===== src/inc/irq_ctrl_regs.svh =====
// Register indices, field positions, reset values and codes of the interrupt enable and request block.
// Assumes AXI4-Lite byte address = 4 * index, data in the low byte of each word.
`ifndef IRQ_CTRL_REGS_SVH
`define IRQ_CTRL_REGS_SVH
`define IDX_EDGE_SEL     8'hBF
`define IDX_HI_FLAGS     8'hC6
`define IDX_HI_ENABLES   8'hC7
`define IDX_MAIN_FLAGS   8'hC8
`define IDX_MAIN_ENABLES 8'hC9
`define IDX_STACK_GIE    8'hDF
`define IDX_EVT_STATUS   8'hE0
`define IDX_EVT_MASK     8'hE1
`define MAIN_IMPL_MASK   8'hF7
`define HI_IMPL_MASK     8'h03
`define EDGE_IMPL_MASK   8'h3F
`define EVT_IMPL_MASK    8'h0F
`define GIE_BIT          7
`define BIT_BASE_TIMER   4
`define BIT_TC_ZERO      5
`define BIT_TC_ONE       6
`define BIT_CONVERTER    7
`define BIT_TC_TWO       0
`define BIT_TC_THREE     1
`define SP_RESET         3'h7
`define SP_BOTTOM        3'h0
`define SP_STEP          3'h1
`define VECTOR_ADDR      12'h008
`define EDGE_RISE        2'h1
`define EDGE_FALL        2'h2
`define EDGE_BOTH        2'h3
`define RESP_OKAY        2'h0
`define RESP_SLVERR      2'h2
`define EVT_TAKEN        0
`define EVT_RETURN       1
`define EVT_OVERFLOW     2
`define EVT_UNDERFLOW    3
`endif


===== src/inc/irq_ctrl_pkg.sv =====
// Types shared by the interrupt enable and request block.
// Assumes irq_ctrl_regs.svh supplies the numeric constants.
`default_nettype none
package irq_ctrl_pkg;
  typedef enum logic [1:0] {
    ST_IDLE    = 2'h0,
    ST_SERVICE = 2'h1
  } irq_state_type;
  typedef enum logic [2:0] {
    SEL_NONE, SEL_EDGE, SEL_HI_FLAGS, SEL_HI_EN, SEL_MAIN_FLAGS,
    SEL_MAIN_EN, SEL_STACK, SEL_EVT_STATUS
  } reg_sel_type;
endpackage
`default_nettype wire


===== src/verilog/irq_ctrl.sv =====
// Interrupt enable, request flags, global enable and vectoring for an 8-bit core.
// Assumes the core pulses INSN_BOUNDARY and RETURN_FROM_INTERRUPT on REF_CLK.
//
// The AXI4-Lite register port was decided locally.
`timescale 1ns/10ps
`default_nettype none
`include "irq_ctrl_regs.svh"
module irq_ctrl (
  input  wire logic        REF_CLK,
  input  wire logic        RST_B,
  input  wire logic [11:0] AWADDR,
  input  wire logic        AWVALID,
  output logic             AWREADY,
  input  wire logic [31:0] WDATA,
  input  wire logic [3:0]  WSTRB,
  input  wire logic        WVALID,
  output logic             WREADY,
  output logic [1:0]       BRESP,
  output logic             BVALID,
  input  wire logic        BREADY,
  input  wire logic [11:0] ARADDR,
  input  wire logic        ARVALID,
  output logic             ARREADY,
  output logic [31:0]      RDATA,
  output logic [1:0]       RRESP,
  output logic             RVALID,
  input  wire logic        RREADY,
  input  wire logic [2:0]  EXT_IN,
  input  wire logic        BASE_TIMER_EVT,
  input  wire logic        TMR_CNT_ZERO_EVT,
  input  wire logic        TMR_CNT_ONE_EVT,
  input  wire logic        CONVERTER_EVT,
  input  wire logic        TMR_CNT_TWO_EVT,
  input  wire logic        TMR_CNT_THREE_EVT,
  input  wire logic        INSN_BOUNDARY,
  input  wire logic        RETURN_FROM_INTERRUPT,
  input  wire logic [11:0] NEXT_PC,
  output logic             VECTOR_REQ,
  output logic             PC_LOAD,
  output logic [11:0]      PC_TARGET,
  output logic             IRQ_OUT
);

  function automatic irq_ctrl_pkg::reg_sel_type reg_sel(input logic [11:0] a);
    if (a[11:2] == {2'h0, `IDX_EDGE_SEL}) begin
      reg_sel = irq_ctrl_pkg::SEL_EDGE;
    end else if (a[11:2] == {2'h0, `IDX_HI_FLAGS}) begin
      reg_sel = irq_ctrl_pkg::SEL_HI_FLAGS;
    end else if (a[11:2] == {2'h0, `IDX_HI_ENABLES}) begin
      reg_sel = irq_ctrl_pkg::SEL_HI_EN;
    end else if (a[11:2] == {2'h0, `IDX_MAIN_FLAGS}) begin
      reg_sel = irq_ctrl_pkg::SEL_MAIN_FLAGS;
    end else if (a[11:2] == {2'h0, `IDX_MAIN_ENABLES}) begin
      reg_sel = irq_ctrl_pkg::SEL_MAIN_EN;
    end else if (a[11:2] == {2'h0, `IDX_STACK_GIE}) begin
      reg_sel = irq_ctrl_pkg::SEL_STACK;
    end else if (a[11:2] == {2'h0, `IDX_EVT_STATUS}) begin
      reg_sel = irq_ctrl_pkg::SEL_EVT_STATUS;
    end else begin
      reg_sel = irq_ctrl_pkg::SEL_NONE;
    end
  endfunction

  // Mask register has no enum slot; decoded separately
  function automatic logic is_mask(input logic [11:0] a);
    is_mask = (a[11:2] == {2'h0, `IDX_EVT_MASK});
  endfunction

  function automatic logic edge_hit(input logic [1:0] sel, input logic rise, input logic fall);
    edge_hit = ((sel == `EDGE_RISE) && rise) ||
               ((sel == `EDGE_FALL) && fall) ||
               ((sel == `EDGE_BOTH) && (rise || fall));
  endfunction

  // Bus state
  logic        aw_full_reg, aw_full_next;
  logic [11:0] aw_addr_reg, aw_addr_next;
  logic        w_full_reg, w_full_next;
  logic [7:0]  w_data_reg, w_data_next;
  logic        w_lane_reg, w_lane_next;
  logic        bvalid_reg, bvalid_next;
  logic [1:0]  bresp_reg, bresp_next;
  logic        rvalid_reg, rvalid_next;
  logic [7:0]  rdata_reg, rdata_next;
  logic [1:0]  rresp_reg, rresp_next;
  // Register file
  logic [7:0]  edge_sel_reg, edge_sel_next;
  logic [7:0]  main_en_reg, main_en_next;
  logic [7:0]  hi_en_reg, hi_en_next;
  logic [7:0]  main_flags_reg, main_flags_next;
  logic [7:0]  hi_flags_reg, hi_flags_next;
  logic        gie_reg, gie_next;
  logic [2:0]  sp_reg, sp_next;
  logic [7:0]  evt_status_reg, evt_status_next;
  logic [7:0]  evt_mask_reg, evt_mask_next;
  logic        irq_reg, irq_next;
  // Vectoring
  irq_ctrl_pkg::irq_state_type state_reg, state_next;
  logic        pc_load_reg, pc_load_next;
  logic [11:0] pc_target_reg, pc_target_next;
  logic [11:0] ret_stack [0:7];
  // Pin sampling
  logic [2:0]  ext_meta_reg, ext_sync_reg, ext_prev_reg;
  logic        wr_fire, rd_fire, wr_en, take, give_back, pending;
  logic [2:0]  ext_hit;
  logic [7:0]  main_set, hi_set, evt_set;
  irq_ctrl_pkg::reg_sel_type wr_sel, rd_sel;
  assign AWREADY = !aw_full_reg;
  assign WREADY  = !w_full_reg;
  assign ARREADY = !rvalid_reg;
  assign BVALID  = bvalid_reg;
  assign BRESP   = bresp_reg;
  assign RVALID  = rvalid_reg;
  assign RRESP   = rresp_reg;
  assign RDATA   = {24'h000000, rdata_reg};
  assign PC_LOAD   = pc_load_reg;
  assign PC_TARGET = pc_target_reg;
  assign IRQ_OUT   = irq_reg;
  // Response waits for both address and data; one write outstanding
  assign wr_fire = aw_full_reg && w_full_reg && !bvalid_reg;
  assign rd_fire = ARVALID && !rvalid_reg;
  assign wr_sel  = reg_sel(aw_addr_reg);
  assign rd_sel  = reg_sel(ARADDR);
  assign wr_en   = wr_fire && w_lane_reg;
  always_comb begin
    aw_full_next = aw_full_reg;
    aw_addr_next = aw_addr_reg;
    w_full_next  = w_full_reg;
    w_data_next  = w_data_reg;
    w_lane_next  = w_lane_reg;
    bvalid_next  = bvalid_reg && !BREADY;
    bresp_next   = bresp_reg;
    rvalid_next  = rvalid_reg && !RREADY;
    rdata_next   = rdata_reg;
    rresp_next   = rresp_reg;
    if (AWVALID && !aw_full_reg) begin
      aw_full_next = 1'b1;
      aw_addr_next = AWADDR;
    end
    if (WVALID && !w_full_reg) begin
      w_full_next = 1'b1;
      w_data_next = WDATA[7:0];
      w_lane_next = WSTRB[0];
    end
    if (wr_fire) begin
      aw_full_next = 1'b0;
      w_full_next  = 1'b0;
      bvalid_next  = 1'b1;
      bresp_next   = (wr_sel == irq_ctrl_pkg::SEL_NONE && !is_mask(aw_addr_reg)) ? `RESP_SLVERR : `RESP_OKAY;
    end
    if (rd_fire) begin
      rvalid_next = 1'b1;
      rresp_next  = `RESP_OKAY;
      if (rd_sel == irq_ctrl_pkg::SEL_EDGE) begin
        rdata_next = edge_sel_reg;
      end else if (rd_sel == irq_ctrl_pkg::SEL_HI_FLAGS) begin
        rdata_next = hi_flags_reg;
      end else if (rd_sel == irq_ctrl_pkg::SEL_HI_EN) begin
        rdata_next = hi_en_reg;
      end else if (rd_sel == irq_ctrl_pkg::SEL_MAIN_FLAGS) begin
        rdata_next = main_flags_reg;
      end else if (rd_sel == irq_ctrl_pkg::SEL_MAIN_EN) begin
        rdata_next = main_en_reg;
      end else if (rd_sel == irq_ctrl_pkg::SEL_STACK) begin
        rdata_next = {gie_reg, 4'h0, sp_reg};
      end else if (rd_sel == irq_ctrl_pkg::SEL_EVT_STATUS) begin
        rdata_next = evt_status_reg;
      end else if (is_mask(ARADDR)) begin
        rdata_next = evt_mask_reg;
      end else begin
        rdata_next = 8'h00;
        rresp_next = `RESP_SLVERR;
      end
    end
  end

  always_ff @(posedge REF_CLK) begin
    if (!RST_B) begin
      aw_full_reg <= 1'b0;
      aw_addr_reg <= 12'h000;
      w_full_reg  <= 1'b0;
      w_data_reg  <= 8'h00;
      w_lane_reg  <= 1'b0;
      bvalid_reg  <= 1'b0;
      bresp_reg   <= `RESP_OKAY;
      rvalid_reg  <= 1'b0;
      rdata_reg   <= 8'h00;
      rresp_reg   <= `RESP_OKAY;
    end else begin
      aw_full_reg <= aw_full_next;
      aw_addr_reg <= aw_addr_next;
      w_full_reg  <= w_full_next;
      w_data_reg  <= w_data_next;
      w_lane_reg  <= w_lane_next;
      bvalid_reg  <= bvalid_next;
      bresp_reg   <= bresp_next;
      rvalid_reg  <= rvalid_next;
      rdata_reg   <= rdata_next;
      rresp_reg   <= rresp_next;
    end
  end

  // Pins are asynchronous; edge detection only after the second stage
  always_ff @(posedge REF_CLK) begin
    if (!RST_B) begin
      ext_meta_reg <= 3'h0;
      ext_sync_reg <= 3'h0;
      ext_prev_reg <= 3'h0;
    end else begin
      ext_meta_reg <= EXT_IN;
      ext_sync_reg <= ext_meta_reg;
      ext_prev_reg <= ext_sync_reg;
    end
  end

  always_comb begin
    for (int i = 0; i < 3; i++) begin
      ext_hit[i] = edge_hit(edge_sel_reg[2*i +: 2], ext_sync_reg[i] && !ext_prev_reg[i],
                            !ext_sync_reg[i] && ext_prev_reg[i]) && main_en_reg[i];
    end
  end

  always_comb begin
    main_set = {5'h00, ext_hit};
    main_set[`BIT_BASE_TIMER] = BASE_TIMER_EVT;
    main_set[`BIT_TC_ZERO]    = TMR_CNT_ZERO_EVT;
    main_set[`BIT_TC_ONE]     = TMR_CNT_ONE_EVT;
    main_set[`BIT_CONVERTER]  = CONVERTER_EVT;
    hi_set = 8'h00;
    hi_set[`BIT_TC_TWO]   = TMR_CNT_TWO_EVT;
    hi_set[`BIT_TC_THREE] = TMR_CNT_THREE_EVT;
  end
  // Global enable gates the OR of enabled flags
  assign pending    = gie_reg && (|(main_flags_reg & main_en_reg) || |(hi_flags_reg & hi_en_reg));
  assign VECTOR_REQ = pending;
  assign take       = (state_reg == irq_ctrl_pkg::ST_IDLE) && INSN_BOUNDARY && pending;
  assign give_back  = (state_reg == irq_ctrl_pkg::ST_SERVICE) && RETURN_FROM_INTERRUPT;
  always_comb begin
    evt_set = 8'h00;
    evt_set[`EVT_TAKEN]     = take;
    evt_set[`EVT_RETURN]    = give_back;
    evt_set[`EVT_OVERFLOW]  = take && (sp_reg == `SP_BOTTOM);
    evt_set[`EVT_UNDERFLOW] = give_back && (sp_reg == `SP_RESET);
  end

  always_comb begin
    edge_sel_next   = edge_sel_reg;
    main_en_next    = main_en_reg;
    hi_en_next      = hi_en_reg;
    main_flags_next = main_flags_reg;
    hi_flags_next   = hi_flags_reg;
    gie_next        = gie_reg;
    sp_next         = sp_reg;
    evt_status_next = evt_status_reg;
    evt_mask_next   = evt_mask_reg;
    state_next      = state_reg;
    pc_load_next    = 1'b0;
    pc_target_next  = pc_target_reg;
    if (wr_en) begin
      if (wr_sel == irq_ctrl_pkg::SEL_EDGE) begin
        edge_sel_next = w_data_reg & `EDGE_IMPL_MASK;
      end else if (wr_sel == irq_ctrl_pkg::SEL_HI_FLAGS) begin
        hi_flags_next = w_data_reg & `HI_IMPL_MASK;
      end else if (wr_sel == irq_ctrl_pkg::SEL_HI_EN) begin
        hi_en_next = w_data_reg & `HI_IMPL_MASK;
      end else if (wr_sel == irq_ctrl_pkg::SEL_MAIN_FLAGS) begin
        main_flags_next = w_data_reg & `MAIN_IMPL_MASK;
      end else if (wr_sel == irq_ctrl_pkg::SEL_MAIN_EN) begin
        main_en_next = w_data_reg & `MAIN_IMPL_MASK;
      end else if (wr_sel == irq_ctrl_pkg::SEL_STACK) begin
        gie_next = w_data_reg[`GIE_BIT];
        sp_next  = w_data_reg[2:0];
      end else if (wr_sel == irq_ctrl_pkg::SEL_EVT_STATUS) begin
        evt_status_next = evt_status_reg & ~w_data_reg;
      end else if (is_mask(aw_addr_reg)) begin
        evt_mask_next = w_data_reg & `EVT_IMPL_MASK;
      end
    end
    // A request in the same cycle as a clear still lands
    main_flags_next = main_flags_next | main_set;
    hi_flags_next   = hi_flags_next | hi_set;
    evt_status_next = evt_status_next | evt_set;
    // Core sequencing overrides a software write in the same cycle
    case (state_reg)
      irq_ctrl_pkg::ST_IDLE: begin
        if (take) begin
          gie_next       = 1'b0;
          sp_next        = sp_reg - `SP_STEP;
          pc_load_next   = 1'b1;
          pc_target_next = `VECTOR_ADDR;
          state_next     = irq_ctrl_pkg::ST_SERVICE;
        end
      end
      irq_ctrl_pkg::ST_SERVICE: begin
        if (give_back) begin
          gie_next       = 1'b1;
          sp_next        = sp_reg + `SP_STEP;
          pc_load_next   = 1'b1;
          pc_target_next = ret_stack[sp_reg + `SP_STEP];
          state_next     = irq_ctrl_pkg::ST_IDLE;
        end
      end
      default: begin
        state_next = irq_ctrl_pkg::ST_IDLE;
      end
    endcase
    irq_next = |(evt_status_next & evt_mask_next);
  end

  always_ff @(posedge REF_CLK) begin
    if (!RST_B) begin
      edge_sel_reg   <= 8'h00;
      main_en_reg    <= 8'h00;
      hi_en_reg      <= 8'h00;
      main_flags_reg <= 8'h00;
      hi_flags_reg   <= 8'h00;
      gie_reg        <= 1'b0;
      sp_reg         <= `SP_RESET;
      evt_status_reg <= 8'h00;
      evt_mask_reg   <= 8'h00;
      irq_reg        <= 1'b0;
      state_reg      <= irq_ctrl_pkg::ST_IDLE;
      pc_load_reg    <= 1'b0;
      pc_target_reg  <= 12'h000;
    end else begin
      edge_sel_reg   <= edge_sel_next;
      main_en_reg    <= main_en_next;
      hi_en_reg      <= hi_en_next;
      main_flags_reg <= main_flags_next;
      hi_flags_reg   <= hi_flags_next;
      gie_reg        <= gie_next;
      sp_reg         <= sp_next;
      evt_status_reg <= evt_status_next;
      evt_mask_reg   <= evt_mask_next;
      irq_reg        <= irq_next;
      state_reg      <= state_next;
      pc_load_reg    <= pc_load_next;
      pc_target_reg  <= pc_target_next;
    end
  end

  // Return stack is plain storage; no reset needed, the pointer guards it
  always_ff @(posedge REF_CLK) begin
    if (take) begin
      ret_stack[sp_reg] <= NEXT_PC;
    end
  end
endmodule // irq_ctrl
`default_nettype wire


===== config.mk =====
export PLATFORM = sky130hd
export DESIGN_NAME = irq_ctrl
export DESIGN_NICKNAME = d
export VERILOG_FILES = /design/src/inc/irq_ctrl_pkg.sv /design/src/verilog/irq_ctrl.sv
export VERILOG_INCLUDE_DIRS = /design/src /design/src/inc
export SDC_FILE = /design/constraint.sdc
export NUM_CORES = 1
export LEC_CHECK = 0
export BUFFER_PORTS_ARGS = -buffer_cell sky130_fd_sc_hd__clkbuf_2
export CORE_AREA = 4 4 138 140
export CTS_CLUSTER_SIZE = 24
export DETAILED_ROUTE_END_ITERATION = 10
export DIE_AREA = 0 0 142 144
export PLACE_DENSITY = 0.71
export REMOVE_ABC_BUFFERS = 1
export SYNTH_ARGS = -nofsm -noshare
export SYNTH_HDL_FRONTEND = slang
export SYNTH_SLANG_ARGS = --single-unit

===== constraint.sdc =====
create_clock -name REF_CLK -period 3.4 [get_ports REF_CLK]
set_input_delay 0.68 -clock REF_CLK [delete_from_list [all_inputs] [get_ports REF_CLK]]
set_output_delay 0.68 -clock REF_CLK [all_outputs]
set_load 0.02 [all_outputs]

Yosys cells after proc, flatten, opt, wreduce, memory -nomap -nowiden --
Memory sizes are Yosys's and may differ from the RTL's. Cells that the tools add are included.
Word-level totals: memories kept 1, bits in writable memories 96, word-level logic and storage cells 242, register bits 113, input bits 90
Memories:
- ret_stack | words 8, width 12, read ports 1, clocked after Yosys merged registers in 0, write ports 1, line irq_ctrl.sv:101 | logic [11:0] ret_stack [0:7];
Cells by class: eq/ne operators 43, muxes and demuxes 88, bitwise operators 13, reductions and logical operators 69, $add $sub $neg 2
Operator list (count):
- $mux W8 | 33
- $eq A10 B8 Y1 const B | 16
- $mux W3 | 23
- $logic_and A1 B1 Y1 | 33
- $eq A3 B3 Y1 const B | 9
- $and A8 B8 Y8 | 3
- $mux W12 | 2
- $pmux W12 S2 | 1
- $reduce_or A8 Y1 | 3
- $mux W2 | 11
- $mux W1 | 14
- $logic_not A1 Y1 | 13
- $eq A2 B2 Y1 const B | 6
- $eq A3 B2 Y1 const B | 4
- $logic_or A1 B1 Y1 | 10
- $and A8 B2 Y8 | 1
- $eq A2 B1 Y1 const B | 4
- $not A8 Y8 | 1
- $or A8 B2 Y8 | 1
- $or A8 B4 Y8 | 1
- $or A8 B8 Y8 | 1
- $eq A3 B1 Y1 const B | 2
- $logic_not A3 Y1 | 2
- $pmux W3 S2 | 1
- other kinds (13) | 20

Longest topological paths before layout --
word-level depth 20, depth in mapped cells 9, mapped depth without buffers 8

Worst setup path before layout --
Ideal clock, no wire load.
path type input -> register, from in INSN_BOUNDARY, to mem ret_stack[5][0], enable pin, arrival 2526 ps, setup time 399 ps, path slack 475 ps, stages on the path 5, required time 3001 ps, cell sequence o2111a_1 -> clkbuf_1 -> clkbuf_1 -> nand2_1 -> nor3b_1
On the way: longest elaborated chain between the ends 4
RTL lines:
- from (decl) | line irq_ctrl.sv:35 | input wire logic INSN_BOUNDARY,
- $logic_and A1 B1 Y1 (2 in series) | line irq_ctrl.sv:236 | assign take = (state_reg == irq_ctrl_pkg::ST_IDLE) && INSN_BOUNDARY && pending;
- $mux W1 | line irq_ctrl.sv:344 | if (take) begin
- $mux W1 (implied by the code) | line irq_ctrl.sv:345 | ret_stack[sp_reg] <= NEXT_PC;
- to (decl) | line irq_ctrl.sv:101
No other way between the ends.

Final worst setup path --
from reg aw_addr_reg[5], to reg irq_reg (netlist: IRQ_OUT)
On the way: longest elaborated chain between the ends 20, elaborated cells between the ends (all ways) 42, classes of those cells eq/ne (15); mux (24); bitwise (2); reduce/logical (1)
RTL lines:
- from (decl) | line irq_ctrl.sv:77 | logic [11:0] aw_addr_reg, aw_addr_next;
- from (signal assigned) | line irq_ctrl.sv:191 | aw_addr_reg <= aw_addr_next;
- $eq A10 B8 Y1 | line irq_ctrl.sv:57 | end else if (a[11:2] == {2'h0, `IDX_EVT_STATUS}) begin
- $mux W3 | line irq_ctrl.sv:57
- $mux W3 | line irq_ctrl.sv:55 | end else if (a[11:2] == {2'h0, `IDX_STACK_GIE}) begin
- $mux W3 | line irq_ctrl.sv:53 | end else if (a[11:2] == {2'h0, `IDX_MAIN_ENABLES}) begin
- $mux W3 | line irq_ctrl.sv:51 | end else if (a[11:2] == {2'h0, `IDX_MAIN_FLAGS}) begin
- $mux W3 | line irq_ctrl.sv:49 | end else if (a[11:2] == {2'h0, `IDX_HI_ENABLES}) begin
- $mux W3 | line irq_ctrl.sv:47 | end else if (a[11:2] == {2'h0, `IDX_HI_FLAGS}) begin
- $mux W3 | line irq_ctrl.sv:45 | if (a[11:2] == {2'h0, `IDX_EDGE_SEL}) begin
- [... 4 more ...]
- $mux W8 | line irq_ctrl.sv:266 | end else if (wr_sel == irq_ctrl_pkg::SEL_MAIN_FLAGS) begin
- $mux W8 | line irq_ctrl.sv:264 | end else if (wr_sel == irq_ctrl_pkg::SEL_HI_EN) begin
- $mux W8 | line irq_ctrl.sv:262 | end else if (wr_sel == irq_ctrl_pkg::SEL_HI_FLAGS) begin
- $mux W8 | line irq_ctrl.sv:260 | if (wr_sel == irq_ctrl_pkg::SEL_EDGE) begin
- $mux W8 | line irq_ctrl.sv:259 | if (wr_en) begin
- $or A8 B4 Y8 | line irq_ctrl.sv:282 | evt_status_next = evt_status_next | evt_set;
- $and A8 B8 Y8 * | line irq_ctrl.sv:307 | irq_next = |(evt_status_next & evt_mask_next);
- $reduce_or A8 Y1 * | line irq_ctrl.sv:307
- to (signal assigned) | line irq_ctrl.sv:335 | irq_reg <= irq_next;
- to (decl) | line irq_ctrl.sv:96 | logic irq_reg, irq_next;
Mark *: on every way between the ends. The rest lies on a longest branch, timed or not. A chain may end at the register's enable or synchronous reset.

==> reports/metrics.cfg <==
[run_status]
status = finished clean

[critical_path]
cp.required_ps = 3700
max_stage_delay_ps = 520
end_kind = flip-flop
crit_arrival_ps = 2940
path_max_fanout = 9
startpoint_type = flip-flop
crit_path_top_delay_cell = nor4b_1
path_class = reg -> reg
worstPathCellList = nor4b_1, nand2_1, o311ai_0, nand4_1, and2_1, o41a_1

[synthesis]
synth_warnings = 0
synth_top_cell_by_area = edfxtp_1
synth_fa_ha_area_share_pct = 1.44
ys_seq_area_share_pct = 56.3
synth_ff_type = dfxtp_1
synthMuxAreaShare_pct = 12.1
synth_enable_flop_cells = 96
netlist_top_cells_area = edfxtp_1, dfxtp_1, mux4_2, mux2i_1, nand2_1
synthArstFlopShare_pct = 0
ys_types = 74
synth_compound_area_share_pct = 10.4
avgSynthCellArea_um2 = 12.0
syn_area_mm2 = 0.00872
ys_ff_latch = 197
synth_top_area_share_pct = 33.1
synthSimpleGateAreaFrac_pct = 14.3
synth_top_family_by_area = simple AND/OR/NAND/NOR gates
synth_xor_area_share_pct = 0
netlist_instances = 725

[die]
io_pins = 146
chipHeight_um = 144
fp.dieW_um = 142
rows = 49
start_util_pct = 48.9
die-area_mm2 = 0.0204
core_area_mm2 = 0.0178

[timing]
finalCriticalPeriod_ps = 2640
timing.final.ws_setup_ps = 761
setup_tns_ps = 0
period_share_pct = 77.6
hold_viol = 0
worstMarginPinSlew_ps = 824
relSlewSlack_pct = 45.1
worst_clock_skew_ps = 13.5
drv_slew = 0
rsz0062_at_grt = false
max_freq_mhz = 379
setup_viol = 0

[clock_tree]
cts_tree = built
clock-root-buffer = clkbuf_16
clk_latency_ps = 440
ctsResizeCount = 0
h-tree-depth = 4
clkSinkCount = 197
cts_buffers = 17
cts_setup_buffers = 0
hold_buffers = 0
cts.clk_slew.worst_paths_ps = 70
clockBufferDepth = 2

[routing]
wl_per_cell_um = 18.2
via_per_inst = 5.53
post-route-drc-count = 0
drtIter0Drc = 318
antenna_left = 0
vias = 5803
drt-total-wl_mm = 19.1
firstDrtPassIters = 6

[power]
power_density_mw_per_mm2 = 475
cell_internal_pwr_w = 0.00356
clock_power_share_pct = 40.4
p_leak_nw = 3.78
ir_drop_mv = 0.367
p_seq_share_pct = 54.6
pwr-share-comb_pct = 5.0
switching_share_pct = 23.8
p_switching_w = 0.00111

[cells_and_area]
multi_input_area_mm2 = 0.00345
final_layout_size_suffix_gt1_share_pct = 22.7
diodes = 0
register_area_mm2 = 0.00491
finalNetCount = 907
fillCellCount = 1521
largest_reg_flops = 96
syn_to_final_growth_pct = 13.0
post-route-util_pct = 55.2

[run]
maxCapViolCount = 0

[global_routing]
grt_pass1_vias = 5573
grt.overflow.total = 0
antenna_found_initial = 0
grt_pass1_wl_mm = 29.8
grt_usage_pct = 19.0
grt_max_degree = 44

[place]
port_buffers = 88
hpwl_mm = 12.8
pre_cts_ws_ps = 826
place.gp.congestion = 0.826

[hold_path]
hold_class = reg -> reg

[worst paths after layout]
path                                 startpoint               to  slack [ps]  cells after the start
worst max-delay path             aw_addr_reg[5]          IRQ_OUT         760                      6
worst min-delay path            ext_meta_reg[2]  ext_sync_reg[2]         440                      1
worst max register to register   aw_addr_reg[5]          IRQ_OUT         760                      6
worst min register to register  ext_meta_reg[2]  ext_sync_reg[2]         440                      1
[placed cells by master (no fill, tap or decap), drive strengths merged, types with 8 or more instances in the layout]
cell / count
conb: 26
o211ai: 9
and3: 8
buf: 18
o22ai: 13
inv: 28
nand2: 89
o21ai: 17
mux2i: 40
o21a: 8
ha: 10
nor2: 15
a21boi: 25
mux4: 24
edfxtp: 96
clkbuf: 107
and2: 26
a21oi: 17
dfxtp: 101
nor3: 8
nor2b: 28
mux2: 10
[synthesized netlist by cell type, drive strengths merged, types with 3 or more instances]
library cell and n:
a21boi 25, a21oi 17, a221oi 3, a22oi 4
a32oi 5, and2 26, and2b 4, and3 8
and4 4, buf 33, clkbuf 33, dfxtp 101
edfxtp 96, ha 10, inv 22, mux2 10
mux2i 40, mux4 24, nand2 89, nand2b 3
nand3 7, nand3b 5, nand4 4, nor2 15
nor2b 28, nor3 8, nor3b 6, nor4 7
o211ai 9, o21a 8, o21ai 17, o22ai 13
o311a 5, o311ai 4, o31ai 3
[area by class of cell]
type / count / share of cell area [%]
multi-input combinational: 463 / 35.0
timing repair buffer: 106 / 5.84
sequential: 197 / 49.8
clock inverter: 13 / 1.19
clock buffer: 19 / 4.39
inverter: 22 / 0.838
tap: 229 / 2.91
[power by group through the flow]
stage / combinational [W] / sequential [W] / clock, W
after floorplan: 0.000117 / 0.00261 / 0
after global placement: 0.000230 / 0.00261 / 0
after detailed placement: 0.000233 / 0.00261 / 0
after CTS: 0.000235 / 0.00256 / 0.00192
after global routing: 0.000260 / 0.00256 / 0.00202
final: 0.000234 / 0.00256 / 0.00189
[logic make-up after synthesis]
logic type,count (synthesis)
buf+inv,90
mux,74
flops,197
simple gates,225
compound gates,128
fa+ha+maj,10
other cells,1
[critical path: cells and delay by family, from the launching register on]
| kind | cells | cell delay, ps |
|---|---|---|
| AO/OA/AOI/OAI | 2 | 900 |
| flip-flops | 1 | 410 |
| AND/OR/NAND/NOR | 4 | 1220 |
[routing by layer]
| layer | global-route usage [%] | vias to the layer above | part of all wire (%) |
|---|---|---|---|
| li1 | - | 2775 | - |
| met1 | 24.5 | 2818 | 44 |
| met2 | 32.4 | 190 | 48 |
| met3 | 4.83 | 20 | 6.2 |
| met4 | 4.85 | 0 | 0.98 |
| met5 | 0 | - | 0 |
[stage by stage]
step	cells	hold slack, ps	instance area, µm²	total power (W)
after detailed placement	1017	419	9300	0.00284
after floorplan	682	412	8420	0.00273
final	1049	439	9850	0.00468
after CTS	1049	426	9850	0.00471
after global routing	1049	435	9850	0.00484
after global placement	1017	414	9300	0.00284
No activity file was read; power rests on OpenSTA's default activity.
